[src/lcd_pkg.sv]
`default_nettype none
package lcd_pkg;
  // ==========================================
  // Geometry
  localparam int NUM_SEG = 40;
  localparam int NUM_COM = 4;

  // ==========================================
  // Serial slave IDs (7 bits)
  localparam logic [6:0] ID_CTL = 7'h38;
  localparam logic [6:0] ID_SEG = 7'h39;

  // ==========================================
  // Control space offsets
  localparam logic [7:0] OFS_MODE = 8'h00;
  localparam logic [7:0] OFS_DISP = 8'h01;
  localparam logic [7:0] OFS_CLK = 8'h02;
  localparam logic [7:0] OFS_BOOST = 8'h03;
  // Segment space last offset
  localparam logic [7:0] OFS_RAM_LAST = 8'h27;

  // ==========================================
  // Reset values and writable-bit masks
  localparam logic [7:0] RST_REG = 8'h00;
  localparam logic [3:0] RST_RAM = 4'h0;
  localparam logic [7:0] MSK_MODE = 8'hE3;
  localparam logic [7:0] MSK_DISP = 8'hE7;
  localparam logic [7:0] MSK_CLK = 8'h0F;
  localparam logic [7:0] MSK_BOOST = 8'hC1;
  localparam logic [7:0] MSK_RAM = 8'h0F;

  // ==========================================
  // Field positions
  localparam int SEG_CNT_LSB = 5;
  localparam int REF_SEL_LSB = 0;
  localparam int DISP_EN_BIT = 7;
  localparam int OUT_CTL_BIT = 6;
  localparam int BOOST_EN_BIT = 5;
  localparam int MODE_CODE_LSB = 0;
  localparam int SRC_CLK_LSB = 2;
  localparam int DIV_SEL_LSB = 0;
  localparam int CONTRAST_LSB = 6;
  localparam int GAIN_BIT = 0;

  // ==========================================
  // Prescaler: smallest ratio is 2^6
  localparam logic [3:0] PRESC_BASE = 4'h6;
  localparam int PRESC_W = 11;

  // ==========================================
  // Serial slave states
  typedef enum logic [3:0] {
    LCD_IDLE = 4'b0000,
    LCD_ADDR = 4'b0001,
    LCD_ADDR_END = 4'b0010,
    LCD_ACK_A = 4'b0011,
    LCD_RX = 4'b0100,
    LCD_RX_END = 4'b0101,
    LCD_ACK_W = 4'b0110,
    LCD_TX = 4'b0111,
    LCD_TX_ACK = 4'b1000,
    LCD_ACK_R = 4'b1001
  } lcd_i2c_state_e;
endpackage
`default_nettype wire

[src/lcd_ctrl_top.sv]
`timescale 1ns/1ps
`default_nettype none
module lcd_ctrl_top (
  input wire logic mclk_i,
  input wire logic rst_b_i,
  input wire logic scl_i,
  input wire logic sda_i,
  output logic sda_o,
  output logic sda_oe_o,
  output logic [lcd_pkg::NUM_SEG-1:0] segment_out_o,
  output logic [lcd_pkg::NUM_COM-1:0] common_line_o,
  output logic lcd_divided_clock_o,
  output logic ref_ext_div_o,
  output logic ref_int_div_o,
  output logic ref_boost_o,
  output logic booster_run_o,
  output logic [1:0] contrast_sel_o,
  output logic gain_o,
  output logic mode_locked_o
);
  // ==========================================
  // Reset release
  logic rst_meta;
  logic rst_n;

  always_ff @(posedge mclk_i or negedge rst_b_i) begin
    if (!rst_b_i) begin
      rst_meta <= 1'b0;
      rst_n <= 1'b0;
    end else begin
      rst_meta <= 1'b1;
      rst_n <= rst_meta;
    end
  end

  // ==========================================
  // Declarations
  logic sel;
  logic sel_seg;
  logic sel_rd;
  logic wr;
  logic [7:0] wr_data;
  logic rd;
  logic [7:0] rd_data;
  logic sda_oe_int;

  logic [7:0] mode_setting_reg;
  logic [7:0] display_mode_reg;
  logic [7:0] clock_control_reg;
  logic [7:0] boost_control_reg;
  logic mode_locked;
  logic [3:0] disp_ram [lcd_pkg::NUM_SEG];

  logic space_seg;
  logic [7:0] reg_addr;
  logic addr_phase;
  logic [7:0] next_reg_addr;

  logic data_wr;
  logic we_mode;
  logic we_disp;
  logic we_clk;
  logic we_boost;
  logic ram_hit;
  logic [5:0] ram_idx;
  logic [7:0] ram_rd;

  logic display_enable;
  logic output_control;
  logic booster_enable;
  logic [2:0] mode_code;
  logic [1:0] ref_sel;
  logic [2:0] slices;
  logic lcd_tick;
  logic lcd_clk;
  logic [1:0] com_phase;
  logic [3:0] com_onehot;

  // ==========================================
  // Control space decode
  function automatic logic ctl_hit(input logic seg,
                                   input logic [7:0] addr,
                                   input logic [7:0] ofs);
    ctl_hit = !seg && (addr[1:0] == ofs[1:0]);
  endfunction

  // ==========================================
  // Serial link
  // slave ID selects space
  lcd_i2c_slave u_slave (
    .mclk_i(mclk_i),
    .rst_n_i(rst_n),
    .scl_i(scl_i),
    .sda_i(sda_i),
    .sda_oe_o(sda_oe_int),
    .sel_o(sel),
    .sel_seg_o(sel_seg),
    .sel_rd_o(sel_rd),
    .wr_o(wr),
    .wr_data_o(wr_data),
    .rd_o(rd),
    .rd_data_i(rd_data)
  );

  assign sda_oe_o = sda_oe_int;

  always_ff @(posedge mclk_i or negedge rst_n) begin
    if (!rst_n) begin
      sda_o <= 1'b0;
    end else begin
      sda_o <= 1'b0;
    end
  end

  // ==========================================
  // Register address pointer
  // address then auto-increment
  always_comb begin
    next_reg_addr = reg_addr;
    if (wr && addr_phase) begin
      next_reg_addr = wr_data;
    end else if (data_wr || rd) begin
      next_reg_addr = reg_addr + 8'h01;
    end
  end

  always_ff @(posedge mclk_i or negedge rst_n) begin
    if (!rst_n) begin
      space_seg <= 1'b0;
      reg_addr <= 8'h00;
      addr_phase <= 1'b0;
    end else begin
      reg_addr <= next_reg_addr;
      if (sel) begin
        space_seg <= sel_seg;
        addr_phase <= !sel_rd;
      end else if (wr) begin
        addr_phase <= 1'b0;
      end
    end
  end

  // ==========================================
  // Write decode
  assign data_wr = wr && !addr_phase;
  assign we_mode = data_wr && !mode_locked &&
                   ctl_hit(space_seg, reg_addr, lcd_pkg::OFS_MODE);
  assign we_disp = data_wr &&
                   ctl_hit(space_seg, reg_addr, lcd_pkg::OFS_DISP);
  assign we_clk = data_wr &&
                  ctl_hit(space_seg, reg_addr, lcd_pkg::OFS_CLK);
  assign we_boost = data_wr &&
                    ctl_hit(space_seg, reg_addr, lcd_pkg::OFS_BOOST);
  assign ram_idx = reg_addr[5:0];
  assign ram_hit = space_seg && (reg_addr[5:0] <= lcd_pkg::OFS_RAM_LAST[5:0]);

  // ==========================================
  // Control registers
  always_ff @(posedge mclk_i or negedge rst_n) begin
    if (!rst_n) begin
      mode_setting_reg <= lcd_pkg::RST_REG;
      mode_locked <= 1'b0;
      display_mode_reg <= lcd_pkg::RST_REG;
      clock_control_reg <= lcd_pkg::RST_REG;
      boost_control_reg <= lcd_pkg::RST_REG;
    end else begin
      if (we_mode) begin
        mode_setting_reg <= wr_data & lcd_pkg::MSK_MODE;
        mode_locked <= 1'b1;
      end
      if (we_disp) begin
        display_mode_reg <= wr_data & lcd_pkg::MSK_DISP;
      end
      if (we_clk) begin
        clock_control_reg <= wr_data & lcd_pkg::MSK_CLK;
      end
      if (we_boost) begin
        boost_control_reg <= wr_data & lcd_pkg::MSK_BOOST;
      end
    end
  end

  // ==========================================
  // Display RAM, one nibble per segment
  genvar gi;
  generate
    for (gi = 0; gi < lcd_pkg::NUM_SEG; gi = gi + 1) begin : g_ram
      always_ff @(posedge mclk_i or negedge rst_n) begin
        if (!rst_n) begin
          disp_ram[gi] <= lcd_pkg::RST_RAM;
        end else if (data_wr && ram_hit && ram_idx == 6'(gi)) begin
          disp_ram[gi] <= wr_data[3:0] & lcd_pkg::MSK_RAM[3:0];
        end
      end
    end
  endgenerate

  // ==========================================
  // Read mux
  // upper nibble reads zero
  assign ram_rd = ram_hit ? {4'h0, disp_ram[ram_idx]} : 8'h00;

  always_comb begin
    if (space_seg) begin
      rd_data = ram_rd;
    end else begin
      case (reg_addr[1:0])
        lcd_pkg::OFS_MODE[1:0]: rd_data = mode_setting_reg;
        lcd_pkg::OFS_DISP[1:0]: rd_data = display_mode_reg;
        lcd_pkg::OFS_CLK[1:0]: rd_data = clock_control_reg;
        lcd_pkg::OFS_BOOST[1:0]: rd_data = boost_control_reg;
        default: rd_data = 8'h00;
      endcase
    end
  end

  // ==========================================
  // Field extraction
  assign display_enable = display_mode_reg[lcd_pkg::DISP_EN_BIT];
  assign output_control = display_mode_reg[lcd_pkg::OUT_CTL_BIT];
  assign booster_enable = display_mode_reg[lcd_pkg::BOOST_EN_BIT];
  assign mode_code = display_mode_reg[lcd_pkg::MODE_CODE_LSB +: 3];
  assign ref_sel = mode_setting_reg[lcd_pkg::REF_SEL_LSB +: 2];

  // ==========================================
  // LCD clock
  // 2^6..2^11 prescaler
  lcd_prescaler u_presc (
    .mclk_i(mclk_i),
    .rst_n_i(rst_n),
    .src_sel_i(clock_control_reg[lcd_pkg::SRC_CLK_LSB +: 2]),
    .div_sel_i(clock_control_reg[lcd_pkg::DIV_SEL_LSB +: 2]),
    .tick_o(lcd_tick),
    .lcd_clk_o(lcd_clk)
  );

  // ==========================================
  // Time slices per mode; boost changes code 010
  assign slices = (mode_code == 3'h1 || mode_code == 3'h3) ? 3'h3 :
                  (mode_code == 3'h2) ? (ref_sel[1] ? 3'h4 : 3'h2) :
                  (mode_code == 3'h4) ? 3'h1 : 3'h4;

  assign com_onehot = 4'h1 << com_phase;

  // ==========================================
  // Scan and outputs
  always_ff @(posedge mclk_i or negedge rst_n) begin
    if (!rst_n) begin
      com_phase <= 2'h0;
      common_line_o <= 4'h0;
      lcd_divided_clock_o <= 1'b0;
      ref_ext_div_o <= 1'b0;
      ref_int_div_o <= 1'b0;
      ref_boost_o <= 1'b0;
      booster_run_o <= 1'b0;
      contrast_sel_o <= 2'h0;
      gain_o <= 1'b0;
      mode_locked_o <= 1'b0;
    end else begin
      if (lcd_tick) begin
        if ({1'b0, com_phase} >= slices - 3'h1) begin
          com_phase <= 2'h0;
        end else begin
          com_phase <= com_phase + 2'h1;
        end
      end
      common_line_o <= output_control ? com_onehot : 4'h0;
      lcd_divided_clock_o <= lcd_clk;
      ref_ext_div_o <= ref_sel == 2'b00;
      ref_int_div_o <= ref_sel == 2'b01;
      ref_boost_o <= ref_sel[1];
      booster_run_o <= booster_enable & ref_sel[1];
      contrast_sel_o <= boost_control_reg[lcd_pkg::CONTRAST_LSB +: 2];
      gain_o <= boost_control_reg[lcd_pkg::GAIN_BIT];
      mode_locked_o <= mode_locked;
    end
  end

  generate
    for (gi = 0; gi < lcd_pkg::NUM_SEG; gi = gi + 1) begin : g_seg
      always_ff @(posedge mclk_i or negedge rst_n) begin
        if (!rst_n) begin
          segment_out_o[gi] <= 1'b0;
        end else begin
          segment_out_o[gi] <= display_enable & output_control &
                               disp_ram[gi][com_phase];
        end
      end
    end
  endgenerate
endmodule
`default_nettype wire

[src/lcd_i2c_slave.sv]
`timescale 1ns/1ps
`default_nettype none
module lcd_i2c_slave (
  input wire logic mclk_i,
  input wire logic rst_n_i,
  input wire logic scl_i,
  input wire logic sda_i,
  output logic sda_oe_o,
  output logic sel_o,
  output logic sel_seg_o,
  output logic sel_rd_o,
  output logic wr_o,
  output logic [7:0] wr_data_o,
  output logic rd_o,
  input wire logic [7:0] rd_data_i
);
  lcd_pkg::lcd_i2c_state_e state;
  logic scl_q;
  logic sda_q;
  logic [7:0] sh;
  logic [2:0] cnt;
  logic scl_rise;
  logic scl_fall;
  logic start_c;
  logic stop_c;
  logic id_ok;

  assign scl_rise = scl_i & ~scl_q;
  assign scl_fall = ~scl_i & scl_q;
  assign start_c = scl_i & scl_q & sda_q & ~sda_i;
  assign stop_c = scl_i & scl_q & ~sda_q & sda_i;
  assign id_ok = sh[7:2] == lcd_pkg::ID_CTL[6:1];

  // ==========================================
  // Bit engine
  always_ff @(posedge mclk_i or negedge rst_n_i) begin
    if (!rst_n_i) begin
      state <= lcd_pkg::LCD_IDLE;
      scl_q <= 1'b1;
      sda_q <= 1'b1;
      sh <= 8'h00;
      cnt <= 3'h0;
      sda_oe_o <= 1'b0;
      sel_o <= 1'b0;
      sel_seg_o <= 1'b0;
      sel_rd_o <= 1'b0;
      wr_o <= 1'b0;
      wr_data_o <= 8'h00;
      rd_o <= 1'b0;
    end else begin
      scl_q <= scl_i;
      sda_q <= sda_i;
      sel_o <= 1'b0;
      wr_o <= 1'b0;
      rd_o <= 1'b0;
      if (stop_c) begin
        state <= lcd_pkg::LCD_IDLE;
        sda_oe_o <= 1'b0;
      end else if (start_c) begin
        state <= lcd_pkg::LCD_ADDR;
        cnt <= 3'h0;
        sda_oe_o <= 1'b0;
      end else begin
        case (state)
          lcd_pkg::LCD_ADDR, lcd_pkg::LCD_RX: begin
            if (scl_rise) begin
              sh <= {sh[6:0], sda_i};
              cnt <= cnt + 3'h1;
              if (cnt == 3'h7) begin
                state <= (state == lcd_pkg::LCD_ADDR) ?
                         lcd_pkg::LCD_ADDR_END : lcd_pkg::LCD_RX_END;
              end
            end
          end
          lcd_pkg::LCD_ADDR_END: begin
            if (scl_fall) begin
              if (id_ok) begin
                sda_oe_o <= 1'b1;
                sel_o <= 1'b1;
                sel_seg_o <= sh[1];
                sel_rd_o <= sh[0];
                state <= lcd_pkg::LCD_ACK_A;
              end else begin
                state <= lcd_pkg::LCD_IDLE;
              end
            end
          end
          lcd_pkg::LCD_ACK_A, lcd_pkg::LCD_ACK_R: begin
            if (scl_fall) begin
              cnt <= 3'h0;
              if (sel_rd_o) begin
                sh <= rd_data_i;
                rd_o <= 1'b1;
                sda_oe_o <= ~rd_data_i[7];
                state <= lcd_pkg::LCD_TX;
              end else begin
                sda_oe_o <= 1'b0;
                state <= lcd_pkg::LCD_RX;
              end
            end
          end
          lcd_pkg::LCD_RX_END: begin
            if (scl_fall) begin
              sda_oe_o <= 1'b1;
              wr_o <= 1'b1;
              wr_data_o <= sh;
              state <= lcd_pkg::LCD_ACK_W;
            end
          end
          lcd_pkg::LCD_ACK_W: begin
            if (scl_fall) begin
              sda_oe_o <= 1'b0;
              cnt <= 3'h0;
              state <= lcd_pkg::LCD_RX;
            end
          end
          lcd_pkg::LCD_TX: begin
            if (scl_fall) begin
              if (cnt == 3'h7) begin
                sda_oe_o <= 1'b0;
                state <= lcd_pkg::LCD_TX_ACK;
              end else begin
                sh <= {sh[6:0], 1'b0};
                sda_oe_o <= ~sh[6];
                cnt <= cnt + 3'h1;
              end
            end
          end
          lcd_pkg::LCD_TX_ACK: begin
            if (scl_rise) begin
              state <= sda_i ? lcd_pkg::LCD_IDLE : lcd_pkg::LCD_ACK_R;
            end
          end
          default: begin
            state <= lcd_pkg::LCD_IDLE;
          end
        endcase
      end
    end
  end
endmodule
`default_nettype wire

[src/lcd_prescaler.sv]
`timescale 1ns/1ps
`default_nettype none
module lcd_prescaler (
  input wire logic mclk_i,
  input wire logic rst_n_i,
  input wire logic [1:0] src_sel_i,
  input wire logic [1:0] div_sel_i,
  output logic tick_o,
  output logic lcd_clk_o
);
  logic [lcd_pkg::PRESC_W-1:0] cnt;
  logic [3:0] src_shift;
  logic [3:0] shift;
  logic [lcd_pkg::PRESC_W-1:0] mask;
  logic [lcd_pkg::PRESC_W-1:0] top_bit;

  // ==========================================
  // Ratio select: source /1,/2,/4 then /2^6../2^9
  assign src_shift = src_sel_i[1] ? {3'b000, 1'b1} + {3'b000, src_sel_i[0]}
                                  : 4'h0;
  assign shift = lcd_pkg::PRESC_BASE + src_shift + {2'b00, div_sel_i};
  assign mask = ~({lcd_pkg::PRESC_W{1'b1}} << shift);
  assign top_bit = mask ^ (mask >> 1);

  always_ff @(posedge mclk_i or negedge rst_n_i) begin
    if (!rst_n_i) begin
      cnt <= '0;
      tick_o <= 1'b0;
      lcd_clk_o <= 1'b0;
    end else begin
      cnt <= cnt + 1'b1;
      tick_o <= (cnt & mask) == mask;
      lcd_clk_o <= |(cnt & top_bit);
    end
  end
endmodule
`default_nettype wire

[config.mk]
export PLATFORM = sky130hd
export DESIGN_NAME = lcd_ctrl_top
export DESIGN_NICKNAME = d
export VERILOG_FILES = /design/src/lcd_pkg.sv /design/src/lcd_ctrl_top.sv /design/src/lcd_i2c_slave.sv /design/src/lcd_prescaler.sv
export SDC_FILE = /design/constraint.sdc
export NUM_CORES = 1
export LEC_CHECK = 0
export BUFFER_PORTS_ARGS = -buffer_cell sky130_fd_sc_hd__buf_4
export CORE_ASPECT_RATIO = 1.5
export CORE_MARGIN = 2
export CORE_UTILIZATION = 46
export DETAILED_ROUTE_END_ITERATION = 6
export GPL_TIMING_DRIVEN = 0
export PLACE_DENSITY = 0.71
export RECOVER_POWER = 25
export SYNTH_ARGS = -nofsm -noshare
export SYNTH_HDL_FRONTEND = slang
export SYNTH_HIERARCHICAL = 1
export SYNTH_SLANG_ARGS = --single-unit
[constraint.sdc]
create_clock -name mclk_i -period 21.8 [get_ports mclk_i]
set_input_delay 1.09 -clock mclk_i [delete_from_list [all_inputs] [get_ports mclk_i]]
set_output_delay 1.09 -clock mclk_i [all_outputs]
set_load 0.02 [all_outputs]
==> run_results.csv, run 1 <==
group,metric,value,unit
global_route,grt_usage,23.4,%
cells_and_area,nFillCells,2735,
status,status,"finished with violations",
placed_design,post_dp_cell_area,0.0157,mm2
worst_setup_path,critPathKind,"reg -> async",
power_and_ir_drop,p_int,0.992,mW
power_and_ir_drop,clockPowerShare,33.3,%
power_and_ir_drop,p_sw,0.478,mW
placed_design,dpl.cell_count,1579,
cells_and_area,syn2layout_area_growth,13.0,%
sta,finalSetupViolations,0,
sta,fin_setup_tns,0,ns
cells_and_area,drive_gt1_share,34.5,%
status,failed_checks,"max-capacitance violations, max-slew violations",
global_route,gr-usage-met3,3.00,%
clock_tree,path_clk_slew,0.06,ns
routing,drt.antenna.violating_nets,0,
worst_setup_path,crit_path_max_fanout,68,
global_route,grt-ovfl-total,0,
worst_setup_path,worstPathRequired,21.60,ns
worst_setup_path,cp-start-kind,"register",
floorplanning,die_w,150,um
power_and_ir_drop,seqPwrFrac,39.8,%
clock_tree,cts_tree,"done",
worst_setup_path,path_delay_family,"buffers and inverters",
clock_tree,cts.repair.resized,0,
global_route,first_global_vias,10520,
synthesis,synth_area_leaders,"dfrtp_1 (49%), mux2_2 (14%), mux4_2 (8.9%), mux2i_1 (2.5%), and3_1 (2.2%)",
cells_and_area,fin_util,52.4,%
global_route,grt_use_met1,27.1,%
synthesis,yosysWarnings,6,
synthesis,synthArstFlopShare,100,%
worst_setup_path,max_stage_delay,2.75,ns
clock_tree,ctsHtreeMaxLevel,1,
worst_setup_path,crit_path_top_delay_cell,"clkbuf_1",
routing,dr.pass1.iters,5,
synthesis,synth.ff_latch_count,288,
synthesis,ys_types,86,
routing,routedWlPerCell,23.1,um
cells_and_area,diodes,0,
global_route,grt_pass1_wl,59900,um
clock_tree,cts_buffer_depth,3,
sta,fmax,0.197,GHz
power_and_ir_drop,pwr-share-comb,26.9,%
synthesis,synth_common_cells,"dfrtp_1 (286), mux2_2 (186), mux4_2 (58)",
power_and_ir_drop,power_density,88.7,mW/mm2
clock_tree,cts_num_sinks,288,
global_route,grt_antenna_before_repair,0,
routing,viasPerCell,5.94,
synthesis,synth_ff_type,"dfrtp_1",
worst_setup_path,worst-path-buf-inv,1,
sta,tightest_slew,3.78,ns
worst_setup_path,r2r_cells,1,
sta,timing.final.crit_share,23.2,%
synthesis,ys_seq_area_share,49.2,%
synthesis,synth_area_leader_cell,"dfrtp_1",
cells_and_area,reg_top3,"disp_ram (160), segment_out_o (40), u_presc/cnt (11)",
sta,drv_slew,170,
global_route,grt_start_max_net_pins,69,
floorplanning,die-area,0.0334,mm2
floorplanning,fp.dieH,223,um
routing,drc_errors,0,
sta,slew_headroom,-152,%
cells_and_area,design_area,0.0166,mm2
placed_design,gp_congestion,0.892,
worst_setup_path,cp-end-kind,"async pin",
worst_setup_path,crit_arrival,4.86,ns
cells_and_area,layout.nets,1223,
floorplanning,core,0.0316,mm2
synthesis,yosys.area.top_type_share,48.8,%
routing,wirelength,37700,um
power_and_ir_drop,p_sw_share,32.5,%
synthesis,synth_edf_count,0,
clock_tree,clkLatencyLatePin,0.56,ns
global_route,top_usage_layer,"met2",
worst_setup_path,worstSetupPathDepth,1,
power_and_ir_drop,leakagePower,8.15,nW
placed_design,post-dp-hpwl,27500,um
placed_design,io_buffers,57,
worst_setup_path,crit_chain,"clkbuf_1",
floorplanning,rows,80,
floorplanning,io_pins,59,
clock_tree,cts-root-buf,"clkbuf_16",
clock_tree,postCtsSetupRepairBufs,0,
clock_tree,numCtsBuffers,28,
min_path,min_path_type,"in -> async",
synthesis,yosysMostFrequentCell,"dfrtp_1",
power_and_ir_drop,peakVddDrop,0.0534,mV
routing,routed-via-count,9675,
sta,finalHoldViolCount,0,
global_route,gr-usage-met2,40.6,%
routing,drt-initial-drc-count,602,
synthesis,synth_cells,1107,
floorplanning,start_util,46.4,%
run,maxCapViolCount,3,
clock_tree,cts_hold_buf,0,
sta,rsz0062_at_grt,"false",
sta,skew,0.00950,ns
cells_and_area,final_cells,1629,
cells_and_area,largest_register_ffs,160,
synthesis,postSynthAreaPerCell,13.2,um2
sta,min_period,5.07,ns
cells_and_area,regMostFlops,"disp_ram",
synthesis,synth_area,0.0147,mm2
==> worst paths after layout <==
path	slack (ns)	endpoint	start
worst max-delay path	16.73	disp_ram[80]$_DFFE_PN0P_	rst_n$_DFF_PN0_
worst min-delay path	0.31	rst_meta$_DFF_PN0_	rst_b_i
worst max register to register	16.73	disp_ram[80]$_DFFE_PN0P_	rst_n$_DFF_PN0_
worst min register to register	0.35	lcd_divided_clock_o$_DFF_PN0_	u_presc/lcd_clk_o$_DFF_PN0_
max in group mclk_i	18.46	u_slave/sh[1]$_DFFE_PN0P_	reg_addr[1]$_DFFE_PN0P_
min in group mclk_i	0.35	lcd_divided_clock_o$_DFF_PN0_	u_presc/lcd_clk_o$_DFF_PN0_
==> layer usage <==
metal  routed length [um]  vias up
li1                     -     4278
met1                13800     4926
met2                19600      327
met3                 1680      144
met4                 2650        0
met5                    0        -
==> area by class of cell <==
type | instances | area [um2] | area share (%)
Timing Repair Buffer | 61 | 479 | 2.89
Clock inverter | 9 | 98.8 | 0.596
Inverter | 27 | 101 | 0.612
Clock buffer | 41 | 821 | 4.95
Buffer | 87 | 492 | 2.97
Multi-Input combinational cell | 706 | 6860 | 41.4
Sequential cell | 288 | 7210 | 43.5
Tap cell | 410 | 513 | 3.10
==> cells in the final DEF, fill, tap and decap left out, drive strengths merged, types with 13 or more instances in the layout <==
cell and n:
dfrtp 286, mux2 205, buf 102, clkbuf 87, mux4 67, and3 51, nor2 50, nand2 48
mux2i 37, inv 27, o21ai 21, a21oi 20, nand3 20, ha 19, nand2b 16, and2 13
==> power by group through the flow <==
stage / sequential (mW) / clock (mW) / combinational (mW)
after floorplan: 0.592 / 0 / 0.271
after global placement: 0.602 / 0 / 0.378
after detailed placement: 0.594 / 0 / 0.393
after CTS: 0.584 / 0.500 / 0.394
after global routing: 0.588 / 0.523 / 0.424
final: 0.585 / 0.490 / 0.396
==> kinds of logic (layout without fill, tap and decap cells) <==
| family | after synthesis | in the layout | synth area share (%) |
|---|---|---|---|
| AND/OR/NAND/NOR | 239 | 239 | 8.93 |
| multiplexers | 309 | 309 | 29.2 |
| adder cells (fa/ha/maj) | 20 | 20 | 1.76 |
| buffers and inverters | 114 | 225 | 4.10 |
| AO/OA/AOI/OAI | 121 | 121 | 5.97 |
| other | 2 | 3 | 0.0512 |
| XOR/XNOR | 14 | 14 | 0.836 |
| flip-flops | 288 | 288 | 49.2 |
==> per-stage QoR <==
step	worst slack (ns)	hold slack (ns)	power [mW]
after detailed placement	18.60	0.337	0.987
after global placement	10.12	0.333	0.980
after global routing	15.67	0.302	1.53
after floorplan	13.18	0.331	0.863
after CTS	18.58	0.286	1.48
final	16.73	0.306	1.47
(Power assumes the default switching activity.)
==> run 2, diff against run 1 <==
clock period = 4.7 ns   (was 21.8 ns; I/O delays follow)
==> run_results.csv, run 2 (synthesized netlist as in run 1, its figures left out) <==
group,metric,value,unit
routing,wirelength,37900,um
worst_setup_path,rrSetupSlack,1.36,ns
sta,skew,0.0156,ns
floorplanning,die-area,0.0334,mm2
clock_tree,cts_tree,"done",
cells_and_area,reg_top3,"disp_ram (160), segment_out_o (40), u_presc/cnt (11)",
cells_and_area,nFillCells,2709,
sta,fmax,0.299,GHz
power_and_ir_drop,leakagePower,8.23,nW
sta,hold_ws,0.349,ns
worst_setup_path,worst-path-buf-inv,3,
worst_setup_path,r2r_start,"reg_addr[1]$_DFFE_PN0P_",
min_path,min_path_type,"reg -> reg",
sta,min_period,3.34,ns
sta,rsz0062_at_grt,"false",
clock_tree,cts_buffer_depth,3,
power_and_ir_drop,peakVddDrop,0.310,mV
sta,finalSetupViolations,0,
min_path,min_to,"lcd_divided_clock_o$_DFF_PN0_",
worst_setup_path,critPathKind,"reg -> reg",
sta,drv_slew,134,
cells_and_area,drive_gt1_share,34.9,%
sta,finalHoldViolCount,0,
global_route,gr-usage-met3,3.02,%
clock_tree,postCtsSetupRepairBufs,0,
global_route,grt_antenna_before_repair,0,
global_route,grt_start_max_net_pins,69,
cells_and_area,layout.nets,1227,
min_path,min_from,"u_presc/lcd_clk_o$_DFF_PN0_",
worst_setup_path,crit_path_max_fanout,10,
clock_tree,numCtsBuffers,28,
floorplanning,rows,80,
global_route,gr-usage-met2,41.2,%
sta,slew_headroom,-12.0,%
clock_tree,path_clk_slew,0.06,ns
global_route,top_usage_layer,"met2",
routing,drt-initial-drc-count,701,
floorplanning,fp.dieH,223,um
placed_design,post-dp-hpwl,27400,um
floorplanning,io_pins,59,
floorplanning,start_util,46.4,%
status,status,"finished with violations",
worst_setup_path,path_delay_family,"buffers and inverters",
routing,dr.pass1.iters,5,
routing,drt.antenna.violating_nets,0,
worst_setup_path,crit_path_top_delay_cell,"clkbuf_1",
worst_setup_path,crit_chain,"clkbuf_1, inv_1, ha_1, clkbuf_1, a22oi_1, nor2_1, a21oi_1, o221ai_1, mux2_2, mux2_4",
global_route,grt-ovfl-total,0,
sta,layout_setup_ws,1.36,ns
worst_setup_path,max_stage_delay,0.42,ns
placed_design,post-place-ws,1.42,ns
status,failed_checks,"max-capacitance violations, max-slew violations",
routing,routedWlPerCell,23.2,um
worst_setup_path,crit_top_cell,"clkbuf_1",
sta,timing.final.crit_share,71.1,%
clock_tree,cts_num_sinks,288,
worst_setup_path,timing.rr.end,"u_slave/sh[1]$_DFFE_PN0P_",
worst_setup_path,cp-end-kind,"register",
global_route,grt_usage,23.4,%
routing,viasPerCell,6.00,
cells_and_area,final_cell_mix,"dfrtp_1 (286), mux2_2 (186), buf_4 (62)",
run,maxCapViolCount,2,
global_route,first_global_vias,10488,
floorplanning,die_w,150,um
worst_setup_path,cp-start-kind,"register",
placed_design,io_buffers,57,
floorplanning,core,0.0316,mm2
cells_and_area,final_common_cell,"dfrtp_1",
placed_design,gp_congestion,0.930,
cells_and_area,syn2layout_area_growth,14.1,%
placed_design,post_dp_cell_area,0.0157,mm2
cells_and_area,diodes,0,
worst_setup_path,crit_arrival,3.78,ns
sta,fin_setup_tns,0,ns
global_route,grt_use_met1,27.0,%
worst_setup_path,worstPathRequired,5.14,ns
routing,routed-via-count,9808,
clock_tree,clkLatencyLatePin,0.56,ns
cells_and_area,regMostFlops,"disp_ram",
sta,tightest_slew,1.68,ns
routing,drc_errors,0,
min_path,hold_path_depth,0,
cells_and_area,design_area,0.0167,mm2
power_and_ir_drop,power_density,422,mW/mm2
clock_tree,ctsHtreeMaxLevel,1,
global_route,grt_pass1_wl,59800,um
worst_setup_path,r2r_cells,10,
cells_and_area,largest_register_ffs,160,
clock_tree,cts-root-buf,"clkbuf_16",
-- run 2: cell count changes in the layout (fill, tap and decap cells not counted), sizes merged --
cell         before  now
bufinv            2    5
clkinv            7    3
clkinvlp          0    1
dlygate4sd3       0    4
inv              27   28
-- run 2: worst max-delay path by stage --
stage	depth (start not counted)	from	endpoint	slack, ns
after floorplan	0	rst_n$_DFF_PN0_	addr_phase$_DFFE_PN0P_	1.83
after global placement	0	rst_n$_DFF_PN0_	segment_out_o[23]$_DFF_PN0_	0.86
after detailed placement	10	reg_addr[1]$_DFFE_PN0P_	u_slave/sh[1]$_DFFE_PN0P_	1.42
after CTS	10	reg_addr[1]$_DFFE_PN0P_	u_slave/sh[1]$_DFFE_PN0P_	1.42
after global routing	2	rst_n$_DFF_PN0_	segment_out_o[10]$_DFF_PN0_	1.12
final	10	reg_addr[1]$_DFFE_PN0P_	u_slave/sh[1]$_DFFE_PN0P_	1.36
-- run 2: routing by layer --
layer / up-vias / wire length (um) / part of all wire [%]
li1: 4283 / - / -
met3: 120 / 1790 / 4.7
met2: 337 / 20100 / 53
met4: 0 / 2360 / 6.2
met1: 5068 / 13600 / 36
met5: - / 0 / 0
-- run 2: worst register-to-register path: stages, from the launching register on --
cell and delay [ns]:
dfrtp_1 0.37, clkbuf_1 0.42, inv_1 0.31, ha_1 0.39, clkbuf_1 0.39, a22oi_1 0.30
nor2_1 0.06, a21oi_1 0.27, o221ai_1 0.19, mux2_2 0.30, mux2_4 0.25
-- run 2: final cells by class --
cell class	count	area, um2	share of cell area (%)
multi-input combinational	706	6860	41.0
clock inverter	10	181	1.08
clock buffer	41	851	5.08
tap	410	513	3.07
sequential	288	7210	43.1
inverter	27	101	0.606
timing repair buffer	65	526	3.14
buffer	87	492	2.94
-- run 2: power breakdown --
| part | internal, mW | switching (mW) | leakage [nW] |
|---|---|---|---|
| combinational | 0.697 | 1.16 | 3.78 |
| clock | 1.53 | 0.970 | 0.507 |
| sequential | 2.59 | 0.114 | 3.94 |
| total | 4.82 | 2.25 | 8.23 |
-- run 2: repair_timing --
action,in CTS,in global routing
hold endpoints to repair,5,0
hold buffers,4,0
resized for setup,0,0
-- run 2: stage by stage --
| stage | std cells | utilization [%] | total power [mW] |
|---|---|---|---|
| 6_report | 1634 | 52.9 | 7.06 |
| 4_1_cts | 1634 | 53.1 | 7.11 |
| 3_5_place_dp | 1579 | 49.7 | 4.59 |
| 5_1_grt | 1634 | 52.9 | 7.34 |
| 3_3_place_gp | 1575 | 49.4 | 4.55 |
| 2_1_floorplan | 1108 | - | 4.00 |
==> run 3, diff against run 2 <==
PLACE_DENSITY = 0.74   (was 0.71)
clock period = 2.7 ns   (was 4.7 ns; I/O delays follow)
==> run_results.csv, run 3 (synthesized netlist as in run 1, its figures left out) <==
group,metric,value,unit
sta,fmax,0.364,GHz
placed_design,io_buffers,57,
sta,layout_setup_ws,-0.0447,ns
cells_and_area,nFillCells,2722,
floorplanning,io_pins,59,
sta,min_period,2.74,ns
clock_tree,numCtsBuffers,29,
routing,drt.antenna.violating_nets,0,
global_route,first_global_vias,10630,
sta,drv_slew,0,
cells_and_area,reg_top3,"disp_ram (160), segment_out_o (40), u_presc/cnt (11)",
routing,drt-initial-drc-count,849,
placed_design,gp_congestion,0.904,
power_and_ir_drop,p_sw,4.09,mW
routing,routed-via-count,9985,
power_and_ir_drop,power_density,737,mW/mm2
floorplanning,die_w,150,um
routing,viasPerCell,6.06,
floorplanning,rows,80,
power_and_ir_drop,p_sw_share,32.7,%
clock_tree,cts_tree,"done",
clock_tree,cts_buffer_depth,3,
min_path,min_path_type,"in -> reg",
sta,skew,0.0301,ns
cells_and_area,final-seq-area,0.00721,mm2
sta,finalSetupViolations,4,
worst_setup_path,worstPathRequired,3.13,ns
routing,wirelength,38600,um
routing,routedWlPerCell,23.4,um
floorplanning,die-area,0.0334,mm2
cells_and_area,multi_input_area,0.00692,mm2
status,status,"finished with violations",
floorplanning,start_util,46.4,%
floorplanning,core,0.0316,mm2
clock_tree,clkLatencyLatePin,0.56,ns
clock_tree,cts_num_sinks,288,
clock_tree,path_clk_slew,0.07,ns
floorplanning,fp.dieH,223,um
cells_and_area,fin_util,53.6,%
sta,hold_ws,0.290,ns
cells_and_area,syn2layout_area_growth,15.7,%
worst_setup_path,cp-start-kind,"register",
cells_and_area,final_cell_mix,"dfrtp_1 (284), mux2_2 (185), buf_4 (75)",
global_route,grt_antenna_before_repair,1,
worst_setup_path,timing.rr.end,"u_slave/sh[2]$_DFFE_PN0P_",
worst_setup_path,crit_arrival,3.18,ns
placed_design,post-dp-hpwl,27600,um
power_and_ir_drop,p_int,8.41,mW
cells_and_area,final_common_cell,"dfrtp_1",
min_path,hold_path_depth,2,
worst_setup_path,r2r_cells,8,
run,maxCapViolCount,0,
sta,fin_setup_tns,-0.0854,ns
sta,slew_headroom,7.64,%
power_and_ir_drop,peakVddDrop,0.625,mV
min_path,min_from,"sda_i",
global_route,grt_start_max_net_pins,75,
global_route,grt_pass1_wl,60800,um
clock_tree,cts-root-buf,"clkbuf_16",
worst_setup_path,rrSetupSlack,-0.04,ns
cells_and_area,layout.nets,1239,
worst_setup_path,critPathKind,"reg -> reg",
sta,finalHoldViolCount,0,
routing,dr.pass1.iters,5,
status,failed_checks,"negative setup slack",
clock_tree,ctsHtreeMaxLevel,1,
sta,rsz0062_at_grt,"true",
sta,tightest_slew,1.39,ns
cells_and_area,drive_gt1_share,37.8,%
sta,timing.final.crit_share,102,%
power_and_ir_drop,leakagePower,8.32,nW
cells_and_area,regMostFlops,"disp_ram",
global_route,grt_usage,23.6,%
worst_setup_path,crit_path_max_fanout,5,
cells_and_area,largest_register_ffs,160,
power_and_ir_drop,clockPowerShare,34.3,%
power_and_ir_drop,pwr-share-comb,28.0,%
power_and_ir_drop,seqPwrFrac,37.7,%
global_route,grt-ovfl-total,0,
min_path,min_to,"u_slave/sda_q$_DFF_PN1_",
routing,drc_errors,0,
worst_setup_path,r2r_start,"reg_addr[0]$_DFFE_PN0P_",
cells_and_area,diodes,0,
worst_setup_path,cp-end-kind,"register",
placed_design,post-place-ws,-0.578,ns
run 3: timing repair:
item,in CTS,in global routing
gates resized for setup,19,19
hold endpoints to repair,6,0
gates cloned,0,1
hold buffers,4,0
setup endpoints to repair,49,14
pin swaps,2,5
buffers inserted,4,7
run 3: worst max path at each step:
stage	from	to	slack, ns	depth (start not counted)
floorplan	rst_n$_DFF_PN0_	addr_phase$_DFFE_PN0P_	-0.17	0
global placement	rst_n$_DFF_PN0_	segment_out_o[21]$_DFF_PN0_	-1.12	0
detailed placement	reg_addr[1]$_DFFE_PN0P_	u_slave/sh[0]$_DFFE_PN0P_	-0.58	11
CTS	reg_addr[0]$_DFFE_PN0P_	u_slave/sh[0]$_DFFE_PN0P_	-0.004	13
global route	reg_addr[0]$_DFFE_PN0P_	u_slave/sh[0]$_DFFE_PN0P_	-0.12	13
finish	reg_addr[0]$_DFFE_PN0P_	u_slave/sh[2]$_DFFE_PN0P_	-0.04	8
run 3: worst max-delay path, stage by stage, from the launching register on:
cell	delay, ns
dfrtp_1	0.37
buf_6	0.16
buf_12	0.15
mux4_2	0.52
o211ai_1	0.38
a41oi_2	0.20
a221o_1	0.34
mux2_4	0.27
mux2_4	0.25
run 3: area by class of cell:
type / count / area share, %
Sequential cell: 288 / 42.5
Inverter: 27 / 0.620
Tap cell: 410 / 3.02
Clock buffer: 36 / 4.79
Clock inverter: 17 / 1.22
Timing Repair Buffer: 77 / 3.90
Buffer: 86 / 3.15
Multi-Input combinational cell: 706 / 40.8
run 3: power groups by stage:
stage / logic [mW] / registers (mW) / clock network (mW)
after floorplan: 2.19 / 4.78 / 0
after global placement: 3.07 / 4.86 / 0
after detailed placement: 3.21 / 4.79 / 0
after CTS: 3.32 / 4.71 / 4.36
after global routing: 3.69 / 4.74 / 4.54
final: 3.50 / 4.71 / 4.29
run 3: routing by layer:
metal / share of wire, % / wire, um / global-route usage, %
met5: 0 / 0 / 0
met3: 5.1 / 1960 / 2.94
met4: 7.3 / 2800 / 14.0
met2: 52 / 20200 / 41.9
met1: 35 / 13600 / 27.0
run 3: metrics by stage:
step | cell area, um2 | power, mW | instances
floorplan | 14700 | 6.97 | 1108
global placement | 15600 | 7.93 | 1575
detailed placement | 15700 | 8.00 | 1579
CTS | 16900 | 12.4 | 1639
global route | 17000 | 13.0 | 1647
finish | 17000 | 12.5 | 1647
